--- config.mk ---
export PLATFORM = sky130hd
export DESIGN_NAME = track_jump_sequencer
export DESIGN_NICKNAME = d
export VERILOG_FILES = /design/src/rtl/track_jump_sequencer.v
export VERILOG_INCLUDE_DIRS = /design/src /design/src/rtl
export SDC_FILE = /design/constraint.sdc
export NUM_CORES = 1
export LEC_CHECK = 0
export BUFFER_PORTS_ARGS = -buffer_cell sky130_fd_sc_hd__buf_2
export CORE_ASPECT_RATIO = 1.75
export CORE_MARGIN = 3
export CORE_UTILIZATION = 30
export DETAILED_ROUTE_END_ITERATION = 12
export GPL_ROUTABILITY_DRIVEN = 0
export GPL_TIMING_DRIVEN = 0
export PLACE_DENSITY_LB_ADDON = 0.3
export SYNTH_ARGS = -nofsm -noshare
export SYNTH_HDL_FRONTEND = slang
export SYNTH_SLANG_ARGS = --single-unit
--- constraint.sdc ---
create_clock -name I_CLK -period 8.9 [get_ports I_CLK]
set_input_delay 0.89 -clock I_CLK [delete_from_list [all_inputs] [get_ports I_CLK]]
set_output_delay 0.89 -clock I_CLK [all_outputs]
set_load 0.005 [all_outputs]
--- src/rtl/tjs_defs.vh ---
`ifndef TJS_DEFS_VH
`define TJS_DEFS_VH

// ********
// Clock and timing
// ********
`define CLK_MHZ 125
`define T_KICK_US 233
`define T_KICK_LONG_US 466
`define T_BRAKE_MS 60
`define CHK256_COUNT 9'h100

// ********
// Register offsets (byte addresses)
// ********
`define OFS_CMD 4'h0
`define OFS_STAT 4'h4
`define OFS_PERIOD 4'h8

// Status register fields
`define ST_STATE_LSB 0
`define ST_NEW_MODE 5
`define ST_BRAKE_SEL 6
`define ST_THREE_LEVEL 7
`define ST_CHK_PEND 8
`define ST_CHK_ARMED 9
`define ST_HOST_FLAG 10
`define ST_TRACKING_LOOP_OFF_OUT 11
`define ST_CLV 12

// AXI responses
`define RESP_OKAY 2'h0
`define RESP_DECERR 2'h3

// ********
// Command codes
// ********
`define C_JUMP_PREV 8'ha0
`define C_JUMP_NEW 8'ha1
`define C_BRK_OFF 8'hf6
`define C_BRK_ON 8'h7f
`define C_JP_THREE 8'hb6
`define C_JP_TWO 8'hb7
`define C_LOOP_OFF 8'h0f
`define C_LOOP_ON 8'h8f
`define C_CHK_IN 8'hf0
`define C_CHK_OUT 8'hf8
`define C_CHK_RESET 8'hff
`define C_CHK256 8'h16
`define C_JUMP_BRAKE 8'h8c

// Jump codes with the direction bit (bit 3) cleared
`define JB_1A 8'h11
`define JB_1B 8'h12
`define JB_1C 8'h31
`define JB_1D 8'h52
`define JB_2 8'h10
`define JB_4 8'h13
`define JB_16 8'h14
`define JB_32 8'h30
`define JB_64 8'h15
`define JB_128 8'h17

// Deceleration length source
`define BSEL_PER 2'h0
`define BSEL_SHORT 2'h1
`define BSEL_LONG 2'h2

// Braking phase kinds
`define BRK_NONE 2'h0
`define BRK_60 2'h1
`define BRK_TOFFL 2'h2
`define BRK_SEL 2'h3

`endif

--- src/rtl/track_jump_sequencer.v ---
// Functional notes
// Each jump: accel, decel, optional brake, then done.
// Variant 1: 233 us accel, 233 us decel, 60 ms brake.
// Variant 2: half-period accel; decel 233 us old, half period new; 60 ms brake.
// Variant 3: variant 2 timing, no brake.
// Variant 4: variant 2 timing, 60 ms brake, tracking-off low.
// Two-track: new mode only, one period each, brake per selection.
// Four-track: accel 2 periods; decel 466 us old, 2 periods new; 60 ms brake.
// Sixteen-track: accel 9 periods; decel 7 old, 9 new; 60 ms brake.
// 32/64/128 tracks: 18/14, 36/28, 72/56 periods, 60 ms brake.
// 256 check: no drive, tracking-off high for 256 crossings, 60 ms brake.
// Jump-brake command: 60 ms brake only.
// Selectable 60 ms brake: two commands; off after reset.
// Brakeless jumps need an external brake.
// Command register clears after a full sequence.
// A new jump aborts the running one at once.
// Brake: mirror sampled on error edges; mirror-to-data high, data-to-mirror low.
// Three-level single-pin or two-pin drive; two-pin after reset.
// Track check in/out is followed by a count byte, 8 to 254.
// Strobe falling edge after the count starts the check.
// Tracking-off high while a check runs.
// Host flag rises at half count, falls at completion.
// Check repeats until the two-byte reset; reset state by default. The code ends it on the single C_CHK_RESET byte.
// Host should send jump-brake after a check.
// Tracking-off low only in constant linear velocity mode.
// Track period is clock count between crossings, scaled per phase.
`timescale 1ns/1ns
`default_nettype none
`include "tjs_defs.vh"

module track_jump_sequencer #(
   parameter ADDR_W = 4,
   parameter PER_W = 24,
   parameter [31:0] KICK_CYC = `T_KICK_US * `CLK_MHZ,
   parameter [31:0] KICK_LONG_CYC = `T_KICK_LONG_US * `CLK_MHZ,
   parameter [31:0] BRAKE_CYC = `T_BRAKE_MS * 1000 * `CLK_MHZ
)(
   // Clock and reset
   input wire I_CLK,
   input wire I_NRST,
   // AXI4-Lite write address and data
   input wire I_AWVALID,
   output wire O_AWREADY,
   input wire [ADDR_W-1:0] I_AWADDR,
   input wire [2:0] I_AWPROT,
   input wire I_WVALID,
   output wire O_WREADY,
   input wire [31:0] I_WDATA,
   input wire [3:0] I_WSTRB,
   // AXI4-Lite write response
   output wire O_BVALID,
   input wire I_BREADY,
   output wire [1:0] O_BRESP,
   // AXI4-Lite read
   input wire I_ARVALID,
   output wire O_ARREADY,
   input wire [ADDR_W-1:0] I_ARADDR,
   input wire [2:0] I_ARPROT,
   output wire O_RVALID,
   input wire I_RREADY,
   output wire [31:0] O_RDATA,
   output wire [1:0] O_RRESP,
   // Servo front end and disc motor state
   input wire I_TRACK_ERROR_SIGN_IN,
   input wire I_MIRROR_DETECT_IN,
   input wire I_CLV_MODE,
   input wire I_HOST_COMMAND_STROBE_IN,
   // Actuator and loop control
   output wire O_JUMP_DRIVE_POS,
   output wire O_JUMP_DRIVE_POS_OE,
   output wire O_JUMP_DRIVE_NEG,
   output wire O_TRACKING_LOOP_OFF_OUT,
   output wire O_TRACKING_GAIN_BOOST_OUT,
   output wire O_TRACKING_HOLD_OUT,
   output wire O_HOST_STATUS_FLAG_OUT
);

   // ********
   // States
   // ********
   localparam [4:0] S_IDLE = 5'h01;
   localparam [4:0] S_ACCEL = 5'h02;
   localparam [4:0] S_DECEL = 5'h04;
   localparam [4:0] S_BRAKE = 5'h08;
   localparam [4:0] S_CHECK = 5'h10;

   // Phase length from a period multiple in half periods, or fixed time
   function [31:0] phase_cyc;
      input [7:0] halves;
      input [1:0] sel;
      input [PER_W-1:0] per;
      reg [31:0] p;
      begin
         p = ({{(32-PER_W){1'b0}}, per} * {24'h000000, halves}) >> 1;
         if (sel == `BSEL_SHORT)
            phase_cyc = KICK_CYC;
         else if (sel == `BSEL_LONG)
            phase_cyc = KICK_LONG_CYC;
         else if (p == 32'h0)
            phase_cyc = 32'h1;
         else
            phase_cyc = p;
      end
   endfunction

   // ********
   // Input synchronisers
   // ********
   reg [1:0] tes_sync_r;
   reg [1:0] hfl_sync_r;
   reg [1:0] clv_sync_r;
   reg [1:0] stb_sync_r;
   reg tes_d_r;
   reg stb_d_r;
   wire tes_s = tes_sync_r[1];
   wire tes_rise = tes_s & ~tes_d_r;
   wire tes_edge = tes_s ^ tes_d_r;
   wire stb_fall = ~stb_sync_r[1] & stb_d_r;
   wire clv_s = clv_sync_r[1];

   // Two flip-flops per pin, then edge history
   always @(posedge I_CLK or negedge I_NRST)
   begin
      if (!I_NRST)
      begin
         tes_sync_r <= 2'h0;
         hfl_sync_r <= 2'h0;
         clv_sync_r <= 2'h0;
         stb_sync_r <= 2'h3;
         tes_d_r <= 1'b0;
         stb_d_r <= 1'b1;
      end
      else
      begin
         tes_sync_r <= {tes_sync_r[0], I_TRACK_ERROR_SIGN_IN};
         hfl_sync_r <= {hfl_sync_r[0], I_MIRROR_DETECT_IN};
         clv_sync_r <= {clv_sync_r[0], I_CLV_MODE};
         stb_sync_r <= {stb_sync_r[0], I_HOST_COMMAND_STROBE_IN};
         tes_d_r <= tes_s;
         stb_d_r <= stb_sync_r[1];
      end
   end

   // ********
   // Track period measurement and brake slip detect
   // ********
   reg [PER_W-1:0] per_cnt_r;
   reg [PER_W-1:0] period_r;
   reg hfl_prev_r;
   reg slip_tracking_loop_off_out_r;

   // Cycles between rising crossings, saturating
   always @(posedge I_CLK or negedge I_NRST)
   begin
      if (!I_NRST)
      begin
         per_cnt_r <= {PER_W{1'b0}};
         period_r <= {PER_W{1'b0}};
         hfl_prev_r <= 1'b0;
         slip_tracking_loop_off_out_r <= 1'b1;
      end
      else
      begin
         if (tes_rise)
         begin
            period_r <= per_cnt_r;
            per_cnt_r <= {{(PER_W-1){1'b0}}, 1'b1};
         end
         else if (~&per_cnt_r)
            per_cnt_r <= per_cnt_r + 1'b1;
         // Mirror level taken on each error edge
         if (tes_edge)
         begin
            hfl_prev_r <= hfl_sync_r[1];
            if (hfl_prev_r && !hfl_sync_r[1])
               slip_tracking_loop_off_out_r <= 1'b1;
            else if (!hfl_prev_r && hfl_sync_r[1])
               slip_tracking_loop_off_out_r <= 1'b0;
         end
      end
   end

   // ********
   // AXI4-Lite slave
   // ********
   reg aw_have_r;
   reg w_have_r;
   reg [ADDR_W-1:0] aw_addr_r;
   reg [31:0] w_data_r;
   reg w_lane0_r;
   reg bvalid_r;
   reg [1:0] bresp_r;
   reg rvalid_r;
   reg [31:0] rdata_r;
   reg [1:0] rresp_r;
   wire wr_go = aw_have_r & w_have_r & ~bvalid_r;
   wire cmd_we = wr_go & (aw_addr_r == `OFS_CMD) & w_lane0_r;
   wire [7:0] cmd_byte = w_data_r[7:0];

   assign O_AWREADY = ~aw_have_r;
   assign O_WREADY = ~w_have_r;
   assign O_BVALID = bvalid_r;
   assign O_BRESP = bresp_r;
   assign O_ARREADY = ~rvalid_r;
   assign O_RVALID = rvalid_r;
   assign O_RDATA = rdata_r;
   assign O_RRESP = rresp_r;

   // ********
   // Sequencer state
   // ********
   reg [4:0] state_r;
   reg [31:0] timer_r;
   reg [7:0] cmd_r;
   reg dir_out_r;
   reg [7:0] b_half_r;
   reg [1:0] b_sel_r;
   reg [1:0] brk_r;
   reg new_mode_r;
   reg brake_sel_r;
   reg three_r;
   reg loop_off_cmd_r;
   reg chk_pend_r;
   reg chk_armed_r;
   reg chk_rep_r;
   reg chk_dir_r;
   reg [7:0] chk_target_r;
   reg [8:0] chk_cnt_r;
   reg flag_r;
   reg [31:0] stat;

   // Jump command decode
   reg jv;
   reg [7:0] ja;
   reg [7:0] jb;
   reg [1:0] jbs;
   reg [1:0] jbk;
   always @*
   begin
      jv = 1'b1;
      ja = 8'h00;
      jb = 8'h00;
      jbs = `BSEL_PER;
      jbk = `BRK_60;
      case ({cmd_byte[7:4], 1'b0, cmd_byte[2:0]})
         `JB_1A: jbs = `BSEL_SHORT;
         `JB_1B, `JB_1C, `JB_1D:
         begin
            ja = 8'h01;
            jb = 8'h01;
            jbs = new_mode_r ? `BSEL_PER : `BSEL_SHORT;
            if (cmd_byte[5:4] == 2'h3)
               jbk = `BRK_NONE;
            else if (cmd_byte[6])
               jbk = `BRK_TOFFL;
         end
         `JB_2:
         begin
            jv = new_mode_r;
            ja = 8'h02;
            jb = 8'h02;
            jbk = `BRK_SEL;
         end
         `JB_4:
         begin
            ja = 8'h04;
            jb = 8'h04;
            jbs = new_mode_r ? `BSEL_PER : `BSEL_LONG;
         end
         `JB_16:
         begin
            ja = 8'h12;
            jb = new_mode_r ? 8'h12 : 8'h0e;
         end
         `JB_32:
         begin
            ja = 8'h24;
            jb = 8'h1c;
         end
         `JB_64:
         begin
            ja = 8'h48;
            jb = 8'h38;
         end
         `JB_128:
         begin
            ja = 8'h90;
            jb = 8'h70;
         end
         default: jv = 1'b0;
      endcase
   end

   wire timer_done = (timer_r == 32'h1);
   wire [8:0] cnt_inc = chk_cnt_r + 1'b1;

   // Command intake, phase sequencing and track checking
   always @(posedge I_CLK or negedge I_NRST)
   begin
      if (!I_NRST)
      begin
         state_r <= S_IDLE;
         timer_r <= 32'h0;
         cmd_r <= 8'h00;
         dir_out_r <= 1'b0;
         b_half_r <= 8'h00;
         b_sel_r <= `BSEL_PER;
         brk_r <= `BRK_NONE;
         new_mode_r <= 1'b0;
         brake_sel_r <= 1'b0;
         three_r <= 1'b0;
         loop_off_cmd_r <= 1'b0;
         chk_pend_r <= 1'b0;
         chk_armed_r <= 1'b0;
         chk_rep_r <= 1'b0;
         chk_dir_r <= 1'b0;
         chk_target_r <= 8'h00;
         chk_cnt_r <= 9'h000;
         flag_r <= 1'b0;
      end
      else if (cmd_we && chk_pend_r)
      begin
         chk_target_r <= cmd_byte;
         chk_pend_r <= 1'b0;
         chk_armed_r <= 1'b1;
      end
      else if (cmd_we && (cmd_byte == `C_CHK_IN || cmd_byte == `C_CHK_OUT))
      begin
         chk_pend_r <= 1'b1;
         chk_armed_r <= 1'b0;
         chk_dir_r <= cmd_byte[3];
         cmd_r <= cmd_byte;
      end
      else if (cmd_we && cmd_byte == `C_CHK_RESET)
      begin
         chk_pend_r <= 1'b0;
         chk_armed_r <= 1'b0;
         flag_r <= 1'b0;
         if (chk_rep_r)
         begin
            chk_rep_r <= 1'b0;
            state_r <= S_IDLE;
            cmd_r <= 8'h00;
         end
      end
      else if (cmd_we && (jv || cmd_byte == `C_CHK256 || cmd_byte == `C_JUMP_BRAKE))
      begin
         // Any jump restarts the sequencer at once
         cmd_r <= cmd_byte;
         chk_rep_r <= 1'b0;
         chk_cnt_r <= 9'h000;
         dir_out_r <= cmd_byte[3];
         b_half_r <= jb;
         b_sel_r <= jbs;
         brk_r <= jbk;
         if (cmd_byte == `C_CHK256)
            state_r <= S_CHECK;
         else if (cmd_byte == `C_JUMP_BRAKE)
         begin
            state_r <= S_BRAKE;
            brk_r <= `BRK_60;
            timer_r <= BRAKE_CYC;
         end
         else
         begin
            state_r <= S_ACCEL;
            timer_r <= phase_cyc(ja, (ja == 8'h00) ? `BSEL_SHORT : `BSEL_PER, period_r);
         end
      end
      else
      begin
         // Mode commands
         if (cmd_we)
         begin
            case (cmd_byte)
               `C_JUMP_PREV: new_mode_r <= 1'b0;
               `C_JUMP_NEW: new_mode_r <= 1'b1;
               `C_BRK_OFF: brake_sel_r <= 1'b0;
               `C_BRK_ON: brake_sel_r <= 1'b1;
               `C_JP_THREE: three_r <= 1'b1;
               `C_JP_TWO: three_r <= 1'b0;
               `C_LOOP_OFF: loop_off_cmd_r <= 1'b1;
               `C_LOOP_ON: loop_off_cmd_r <= 1'b0;
               default: ;
            endcase
         end
         // Strobe fall starts an armed track check
         if (stb_fall && chk_armed_r)
         begin
            chk_armed_r <= 1'b0;
            chk_rep_r <= 1'b1;
            chk_cnt_r <= 9'h000;
            flag_r <= 1'b0;
            state_r <= S_CHECK;
         end
         else
         begin
            case (state_r)
               S_IDLE: timer_r <= 32'h0;
               S_ACCEL:
                  if (timer_done)
                  begin
                     state_r <= S_DECEL;
                     timer_r <= phase_cyc(b_half_r, b_sel_r, period_r);
                  end
                  else
                     timer_r <= timer_r - 1'b1;
               S_DECEL:
                  if (timer_done)
                  begin
                     if (brk_r == `BRK_NONE || (brk_r == `BRK_SEL && !brake_sel_r))
                     begin
                        state_r <= S_IDLE;
                        cmd_r <= 8'h00;
                     end
                     else
                     begin
                        state_r <= S_BRAKE;
                        timer_r <= BRAKE_CYC;
                     end
                  end
                  else
                     timer_r <= timer_r - 1'b1;
               S_BRAKE:
                  if (timer_done)
                  begin
                     state_r <= S_IDLE;
                     cmd_r <= 8'h00;
                  end
                  else
                     timer_r <= timer_r - 1'b1;
               S_CHECK:
                  if (tes_rise)
                  begin
                     if (!chk_rep_r)
                     begin
                        chk_cnt_r <= cnt_inc;
                        if (cnt_inc == `CHK256_COUNT)
                        begin
                           state_r <= S_BRAKE;
                           brk_r <= `BRK_60;
                           timer_r <= BRAKE_CYC;
                        end
                     end
                     else if (cnt_inc[7:0] == chk_target_r)
                     begin
                        flag_r <= 1'b0;
                        chk_cnt_r <= 9'h000;
                     end
                     else
                     begin
                        chk_cnt_r <= cnt_inc;
                        if (cnt_inc[7:0] == {1'b0, chk_target_r[7:1]})
                           flag_r <= 1'b1;
                     end
                  end
               default: state_r <= S_IDLE;
            endcase
         end
      end
   end

   // ********
   // Output stage
   // ********
   reg jp_pos_r;
   reg jp_neg_r;
   reg jp_oe_r;
   reg tracking_loop_off_out_r;
   reg gain_r;
   reg hold_r;
   reg host_flag_r;
   wire kick_a = (state_r == S_ACCEL);
   wire kick_b = (state_r == S_DECEL);
   wire push_pos = (kick_a & ~dir_out_r) | (kick_b & dir_out_r);
   wire push_neg = (kick_a & dir_out_r) | (kick_b & ~dir_out_r);
   wire chk_mode = chk_pend_r | chk_armed_r | chk_rep_r;

   // Registered pin drive
   always @(posedge I_CLK or negedge I_NRST)
   begin
      if (!I_NRST)
      begin
         jp_pos_r <= 1'b0;
         jp_neg_r <= 1'b0;
         jp_oe_r <= 1'b1;
         tracking_loop_off_out_r <= 1'b1;
         gain_r <= 1'b0;
         hold_r <= 1'b0;
         host_flag_r <= 1'b0;
      end
      else
      begin
         if (three_r)
         begin
            jp_pos_r <= push_pos;
            jp_oe_r <= push_pos | push_neg;
            jp_neg_r <= 1'b0;
         end
         else
         begin
            jp_pos_r <= push_pos;
            jp_oe_r <= 1'b1;
            jp_neg_r <= push_neg;
         end
         if (!clv_s)
            tracking_loop_off_out_r <= 1'b1;
         else if (kick_a || kick_b || state_r == S_CHECK)
            tracking_loop_off_out_r <= 1'b1;
         else if (state_r == S_BRAKE)
            tracking_loop_off_out_r <= (brk_r == `BRK_TOFFL) ? 1'b0 : slip_tracking_loop_off_out_r;
         else
            tracking_loop_off_out_r <= loop_off_cmd_r;
         gain_r <= (state_r == S_BRAKE);
         hold_r <= kick_a | kick_b;
         host_flag_r <= chk_mode & flag_r;
      end
   end

   assign O_JUMP_DRIVE_POS = jp_pos_r;
   assign O_JUMP_DRIVE_POS_OE = jp_oe_r;
   assign O_JUMP_DRIVE_NEG = jp_neg_r;
   assign O_TRACKING_LOOP_OFF_OUT = tracking_loop_off_out_r;
   assign O_TRACKING_GAIN_BOOST_OUT = gain_r;
   assign O_TRACKING_HOLD_OUT = hold_r;
   assign O_HOST_STATUS_FLAG_OUT = host_flag_r;

   // Status word
   always @*
   begin
      stat = 32'h0;
      stat[`ST_STATE_LSB+4:`ST_STATE_LSB] = state_r;
      stat[`ST_NEW_MODE] = new_mode_r;
      stat[`ST_BRAKE_SEL] = brake_sel_r;
      stat[`ST_THREE_LEVEL] = three_r;
      stat[`ST_CHK_PEND] = chk_pend_r;
      stat[`ST_CHK_ARMED] = chk_armed_r;
      stat[`ST_HOST_FLAG] = host_flag_r;
      stat[`ST_TRACKING_LOOP_OFF_OUT] = tracking_loop_off_out_r;
      stat[`ST_CLV] = clv_s;
   end

   // Bus channel handling, one write and one read at a time
   always @(posedge I_CLK or negedge I_NRST)
   begin
      if (!I_NRST)
      begin
         aw_have_r <= 1'b0;
         w_have_r <= 1'b0;
         aw_addr_r <= {ADDR_W{1'b0}};
         w_data_r <= 32'h0;
         w_lane0_r <= 1'b0;
         bvalid_r <= 1'b0;
         bresp_r <= `RESP_OKAY;
         rvalid_r <= 1'b0;
         rdata_r <= 32'h0;
         rresp_r <= `RESP_OKAY;
      end
      else
      begin
         if (I_AWVALID && !aw_have_r)
         begin
            aw_have_r <= 1'b1;
            aw_addr_r <= I_AWADDR;
         end
         else if (wr_go)
            aw_have_r <= 1'b0;
         if (I_WVALID && !w_have_r)
         begin
            w_have_r <= 1'b1;
            w_data_r <= I_WDATA;
            w_lane0_r <= I_WSTRB[0];
         end
         else if (wr_go)
            w_have_r <= 1'b0;
         if (wr_go)
         begin
            bvalid_r <= 1'b1;
            bresp_r <= (aw_addr_r == `OFS_CMD) ? `RESP_OKAY : `RESP_DECERR;
         end
         else if (I_BREADY)
            bvalid_r <= 1'b0;
         if (I_ARVALID && !rvalid_r)
         begin
            rvalid_r <= 1'b1;
            rresp_r <= `RESP_OKAY;
            case (I_ARADDR)
               `OFS_CMD: rdata_r <= {24'h000000, cmd_r};
               `OFS_STAT: rdata_r <= stat;
               `OFS_PERIOD: rdata_r <= {{(32-PER_W){1'b0}}, period_r};
               default:
               begin
                  rdata_r <= 32'h0;
                  rresp_r <= `RESP_DECERR;
               end
            endcase
         end
         else if (I_RREADY)
            rvalid_r <= 1'b0;
      end
   end

endmodule

`default_nettype wire

* After elaboration in Yosys (flattened, before gate mapping)
Cells that the tools add are included. Widths: inputs -> output; s select.
Cells by class: mux-type cells 109, reductions and logical operators 70, add/sub/neg operators 3, $mul 2, equal/unequal tests 65, bitwise operators 29
Operator list (count):
- $mux 32 | 10
- $mux 31 | 7
- $pmux 32 s5 | 1
- $eq 8x8->1 const B | 10
- $pmux 24 s3 | 1
- $logic_not 32->1 | 2
- $mul 24x8->32 | 2
- $mux 8 | 8
- $mux 5 | 12
- $pmux 8 s7 | 1
- $mux 9 | 6
- $eq 7x4->1 const B | 7
- $pmux 7 s7 | 1
- $mux 24 | 2
- $mux 1 | 36
- $eq 32x1->1 const B | 1
- $sub 32x1->32 const B | 1
- $mux 2 | 13
- $ne 5x5->1 const B | 5
- $pmux 5 s5 | 1
- $add 24x1->24 const B | 1
- $reduce_and 24->1 | 1
- $reduce_and 6->1 | 4
- $reduce_bool 2->1 | 12
- 55 further kinds | 133
Storage, ports and cells: bits of input ports 61, word-level logic and storage cells 322, output and inout port bits 48, flip-flop bits (word level) 203

* Longest topological paths before layout
word-level depth 11, mapped depth 28, gate-level depth less buffers 24

* Worst setup path before layout
No wires, ideal clock.
kind reg2reg, start point register w_data_r[7], end point register timer_r[0], cell stages (with the launch flop) 26, library setup time 0.087 ns, required time 8.813 ns, clock period less this slack 7.001 ns, data arrival time 6.914 ns, setup slack 1.899 ns, path buffers 3, path through dfrtp_1 buf_2 nand2b_1 nor3_1 nand2_1 nor3b_1 clkbuf_1 and2_1 fa_1 fa_1 fa_1 inv_1 fa_1 inv_1 ha_1 clkbuf_1 nand4_1 o221ai_1 a21oi_1 a211oi_1 xor2_1 or4_1 nor3_1 nand4_1 or4b_2 o211ai_1
Between the ends: word-level cells in the longest chain between the ends 11, elaborated cells between the ends (all ways) 48, classes of those cells 1 x mul; 24 x eq/ne; 9 x mux; 2 x bitwise; 12 x reduce/logical
RTL lines:
- from (decl) | RTL line track_jump_sequencer.v:189 | reg [31:0] w_data_r;
- from (signal assigned) | RTL line track_jump_sequencer.v:551 | w_data_r <= 32'h0;
- from (signal assigned) | RTL line track_jump_sequencer.v:571 | w_data_r <= I_WDATA;
- $eq 7x4->1 (tied with other cells) | RTL line track_jump_sequencer.v:245 | case ({cmd_byte[7:4], 1'b0, cmd_byte[2:0]})
- $reduce_or 3->1 | RTL line track_jump_sequencer.v:245
- $pmux 8 s7 | RTL line track_jump_sequencer.v:245
- $mul 24x8->32 or $logic_not 8->1 (tied branches) | RTL line track_jump_sequencer.v:94, track_jump_sequencer.v:367
- $logic_not 32->1 or $mux 1 (tied branches)
- $mux 31 or $eq 1x2->1 (tied branches)
- $mux 31 | RTL line track_jump_sequencer.v:97 | else if (sel == `BSEL_LONG)
- $mux 31 | RTL line track_jump_sequencer.v:95 | if (sel == `BSEL_SHORT)
- $mux 31 | RTL line track_jump_sequencer.v:358 | else if (cmd_byte == `C_JUMP_BRAKE)
- $mux 32 | RTL line track_jump_sequencer.v:356 | if (cmd_byte == `C_CHK256)
- $mux 32 | RTL line track_jump_sequencer.v:346 | else if (cmd_we && (jv || cmd_byte == `C_CHK256 || cmd_byte == `C_JUMP_BRAKE))
- to (signal assigned) | RTL line track_jump_sequencer.v:367 | timer_r <= phase_cyc(ja, (ja == 8'h00) ? `BSEL_SHORT : `BSEL_PER, period_r);
- to (signal assigned) | RTL line track_jump_sequencer.v:404 | timer_r <= phase_cyc(b_half_r, b_sel_r, period_r);
- to (signal assigned) | RTL line track_jump_sequencer.v:407 | timer_r <= timer_r - 1'b1;
- to (decl) | RTL line track_jump_sequencer.v:213 | reg [31:0] timer_r;
Parallel ways exist; a longest one is shown, timed or not. The select of a mux whose other input is x is not followed. A chain may end at the register's enable or synchronous reset.

* Worst setup path after layout
start point register w_data_r[4], end point register timer_r[0]
Same word-level chain as after synthesis.

==> metrics.yaml <==
hold_class: "flop to flop"
multiInputGateArea_mm2: 0.0160
area_delta_synth_final_pct: 10.0
synth_edf_count: 0
final_cell_mix: "301 x nand2_1, 265 x inv_1, 240 x fa_1"
die-area_mm2: 0.0781
io_pins: 109
cts_buffers: 17
slew_headroom: 0.104
dr.pass1.iters: 5
worstPathArrival_ps: 9010
synthCells: 2572
cts_tree: "built"
final_common_cell: "nand2_1"
hp-start: "tes_sync_r[0]$_DFF_PN0_"
port_buffers: 66
avgSynthCellArea_um2: 8.71
place_hpwl_um: 65100
grt_max_degree: 98
antenna_found_initial: 0
overflow: 0
critPathKind: "flop to flop"
placed_cell_area_mm2: 0.0240
critical_path.max_fanout: 10
grt_setup_unrepaired: "no"
drt.antenna.violating_nets: 0
layout_min_cycle_time_ps: 8600
r2r_end: "timer_r[0]$_DFFE_PN0P_"
drt_iter0_markers: 1045
clk_pin_slew_ps: 90
synth_flop_cell: "dfrtp_1"
worstSkewPairLatency_ps: 500
coreArea_mm2: 0.0734
final.setup.tns_ps: 0
htreeDepth: 4
hold_buffers: 0
regArea_mm2: 0.00481
worstHoldEndpoint: "tes_sync_r[1]$_DFF_PN0_"
synth_seq_cells: 192
grt_pass1_wl_um: 121000
finalWirelength_um: 78500
grt_pass1_vias: 20500
viasPerCell: 5.23
end_kind: "flop"
synthMuxAreaShare: 0.0327
cts_max_path_buffers: 2
synth_top_family_by_area: "adder cells"
drive_above_1_share: 0.0843
synth.cell_area_mm2: 0.0224
yosys_warnings: 0
slew_violations: 0
reg2reg_depth: 25
vias: 18900
required_ps: 9310
wl_per_cell_um: 21.7
core.rowCount: 131
final_area_mm2: 0.0246
min_path_cells: 0
worst_hold_slack_ps: 354
finalCritPeriodShare: 0.966
reg2reg_slack_ps: 300
synth_compound_area_frac: 0.129
synthArstFlopShare: 1.00
hold_violations: 0
synthSimpleGateAreaFrac: 0.213
p_leak_uw: 0.0118
status: "finished clean"
drv_cap: 0
grt_usage: 0.203
setup_viol: 0
power.density_mw_per_mm2: 118
worst_pin_slew_ps: 1330
max_freq_mhz: 116
root_buffer: "clkbuf_16"
fillers: 7790
drc: 0
final_util: 0.336
numClockSinks: 192
synth_cell_types: 93
ys_seq_area_frac: 0.215
synth-xor-area-share: 0.0446
setup.worst_path.start_class: "flop"
power.total_uw: 2920
rr_startpoint: "w_data_r[4]$_DFFE_PN0P_"
irDropWorstVdd_mv: 0.140
die_y_um: 367
fin_skew_ps: 20.2
final_nets: 3101
die_x_um: 213
synthAdderAreaFrac: 0.291
initial_core_util: 0.305
[cells by family (layout without fill, tap and decap cells)]
family,count (synthesis),count (layout)
AND/OR/NAND/NOR,942,942
AO/OA/AOI/OAI,458,458
buffers and inverters,420,521
adder cells (fa/ha/maj),379,379
flip-flops,192,192
XOR/XNOR,114,114
multiplexers,66,66
other,1,9
[critical path, cell delays in order (launching register included)]
cell	delay, ps
dfrtp_1	330
clkbuf_1	390
nand2b_1	260
nor3_4	350
nand2_1	260
nor3b_4	310
buf_12	170
clkbuf_1	380
and2_1	320
fa_1	480
fa_1	470
fa_1	510
inv_1	50
fa_1	490
inv_1	60
ha_1	360
a21oi_1	380
o221ai_1	160
a21oi_1	380
a211oi_1	150
xor2_1	190
or4_1	530
nor3_1	270
nand4_1	230
or4b_2	800
o211ai_1	210
[what timing repair did]
item,in CTS,in global routing
setup endpoints to repair,1,1
buffers inserted,0,2
pin swaps,0,1
gates resized for setup,4,9
[cell usage after synthesis (all sizes together), types with 22 or more instances]
| cell | number | area, um2 |
|---|---|---|
| a21o | 28 | 210 |
| a21oi | 123 | 623 |
| a31oi | 22 | 138 |
| and2 | 220 | 1380 |
| and3 | 32 | 200 |
| buf | 31 | 190 |
| clkbuf | 122 | 470 |
| dfrtp | 185 | 4630 |
| fa | 240 | 4800 |
| ha | 133 | 1660 |
| inv | 266 | 998 |
| mux2 | 57 | 642 |
| nand2 | 301 | 1130 |
| nand3 | 43 | 215 |
| nand4 | 30 | 188 |
| nor2 | 150 | 563 |
| nor2b | 33 | 206 |
| nor3 | 44 | 236 |
| o21ai | 132 | 668 |
| o31ai | 22 | 165 |
| xnor2 | 71 | 622 |
| xor2 | 43 | 377 |
[registers in the layout, indices dropped and copies added, names as in the netlist, 2 cells and up]
register	count
b_half_r	7
stb_sync_r	2
O_RDATA	24
brk_r	2
timer_r	32
per_cnt_r	24
clv_sync_r	2
tes_sync_r	2
aw_addr_r	4
chk_target_r	8
period_r	24
b_sel_r	2
hfl_sync_r	2
chk_cnt_r	9
cmd_r	8
state_r	5
w_data_r	8
[metal layers]
metal | vias to the layer above | track usage | share of wire
li1 | 8722 | - | -
met4 | 0 | 0.150 | 0.084
met2 | 515 | 0.384 | 0.54
met3 | 240 | 0.0179 | 0.027
met1 | 9428 | 0.203 | 0.35
met5 | - | 0 | 0
[area by class of cell]
cell class                 count  share of cell area
inverter                     267              0.0407
clock inverter                14             0.00782
sequential                   192               0.195
timing repair buffer          69              0.0160
buffer                       153              0.0270
antenna                        1            0.000102
multi-input combinational   1967               0.648
clock buffer                  18              0.0174
tap                          931              0.0473
[worst max-delay path by stage]
| stage | from | slack [ps] | cells after the start | endpoint |
|---|---|---|---|---|
| final | w_data_r[4]$_DFFE_PN0P_ | 300 | 25 | timer_r[0]$_DFFE_PN0P_ |
| after global routing | w_data_r[4]$_DFFE_PN0P_ | 100 | 25 | timer_r[0]$_DFFE_PN0P_ |
| after CTS | w_data_r[4]$_DFFE_PN0P_ | 220 | 24 | timer_r[0]$_DFFE_PN0P_ |
| after floorplan | w_data_r[7]$_DFFE_PN0P_ | 1900 | 25 | timer_r[0]$_DFFE_PN0P_ |
| after global placement | w_data_r[4]$_DFFE_PN0P_ | -960 | 25 | timer_r[0]$_DFFE_PN0P_ |
| after detailed placement | w_data_r[4]$_DFFE_PN0P_ | -330 | 25 | timer_r[0]$_DFFE_PN0P_ |
[metrics by stage]
stage | std cells | setup slack [ps]
after global placement | 3576 | -963
after CTS | 3609 | 224
after global routing | 3611 | 102
after floorplan | 2579 | 1900
after detailed placement | 3577 | -332
final | 3612 | 300
[where the power goes]
part	total (uW)	internal, uW	switching [uW]	leakage, uW
clock	832	407	425	0.000296
sequential	1050	957	92.8	0.00257
combinational	1040	332	703	0.00893
total	2920	1700	1220	0.0118
Power figures use the tool's default switching activity.
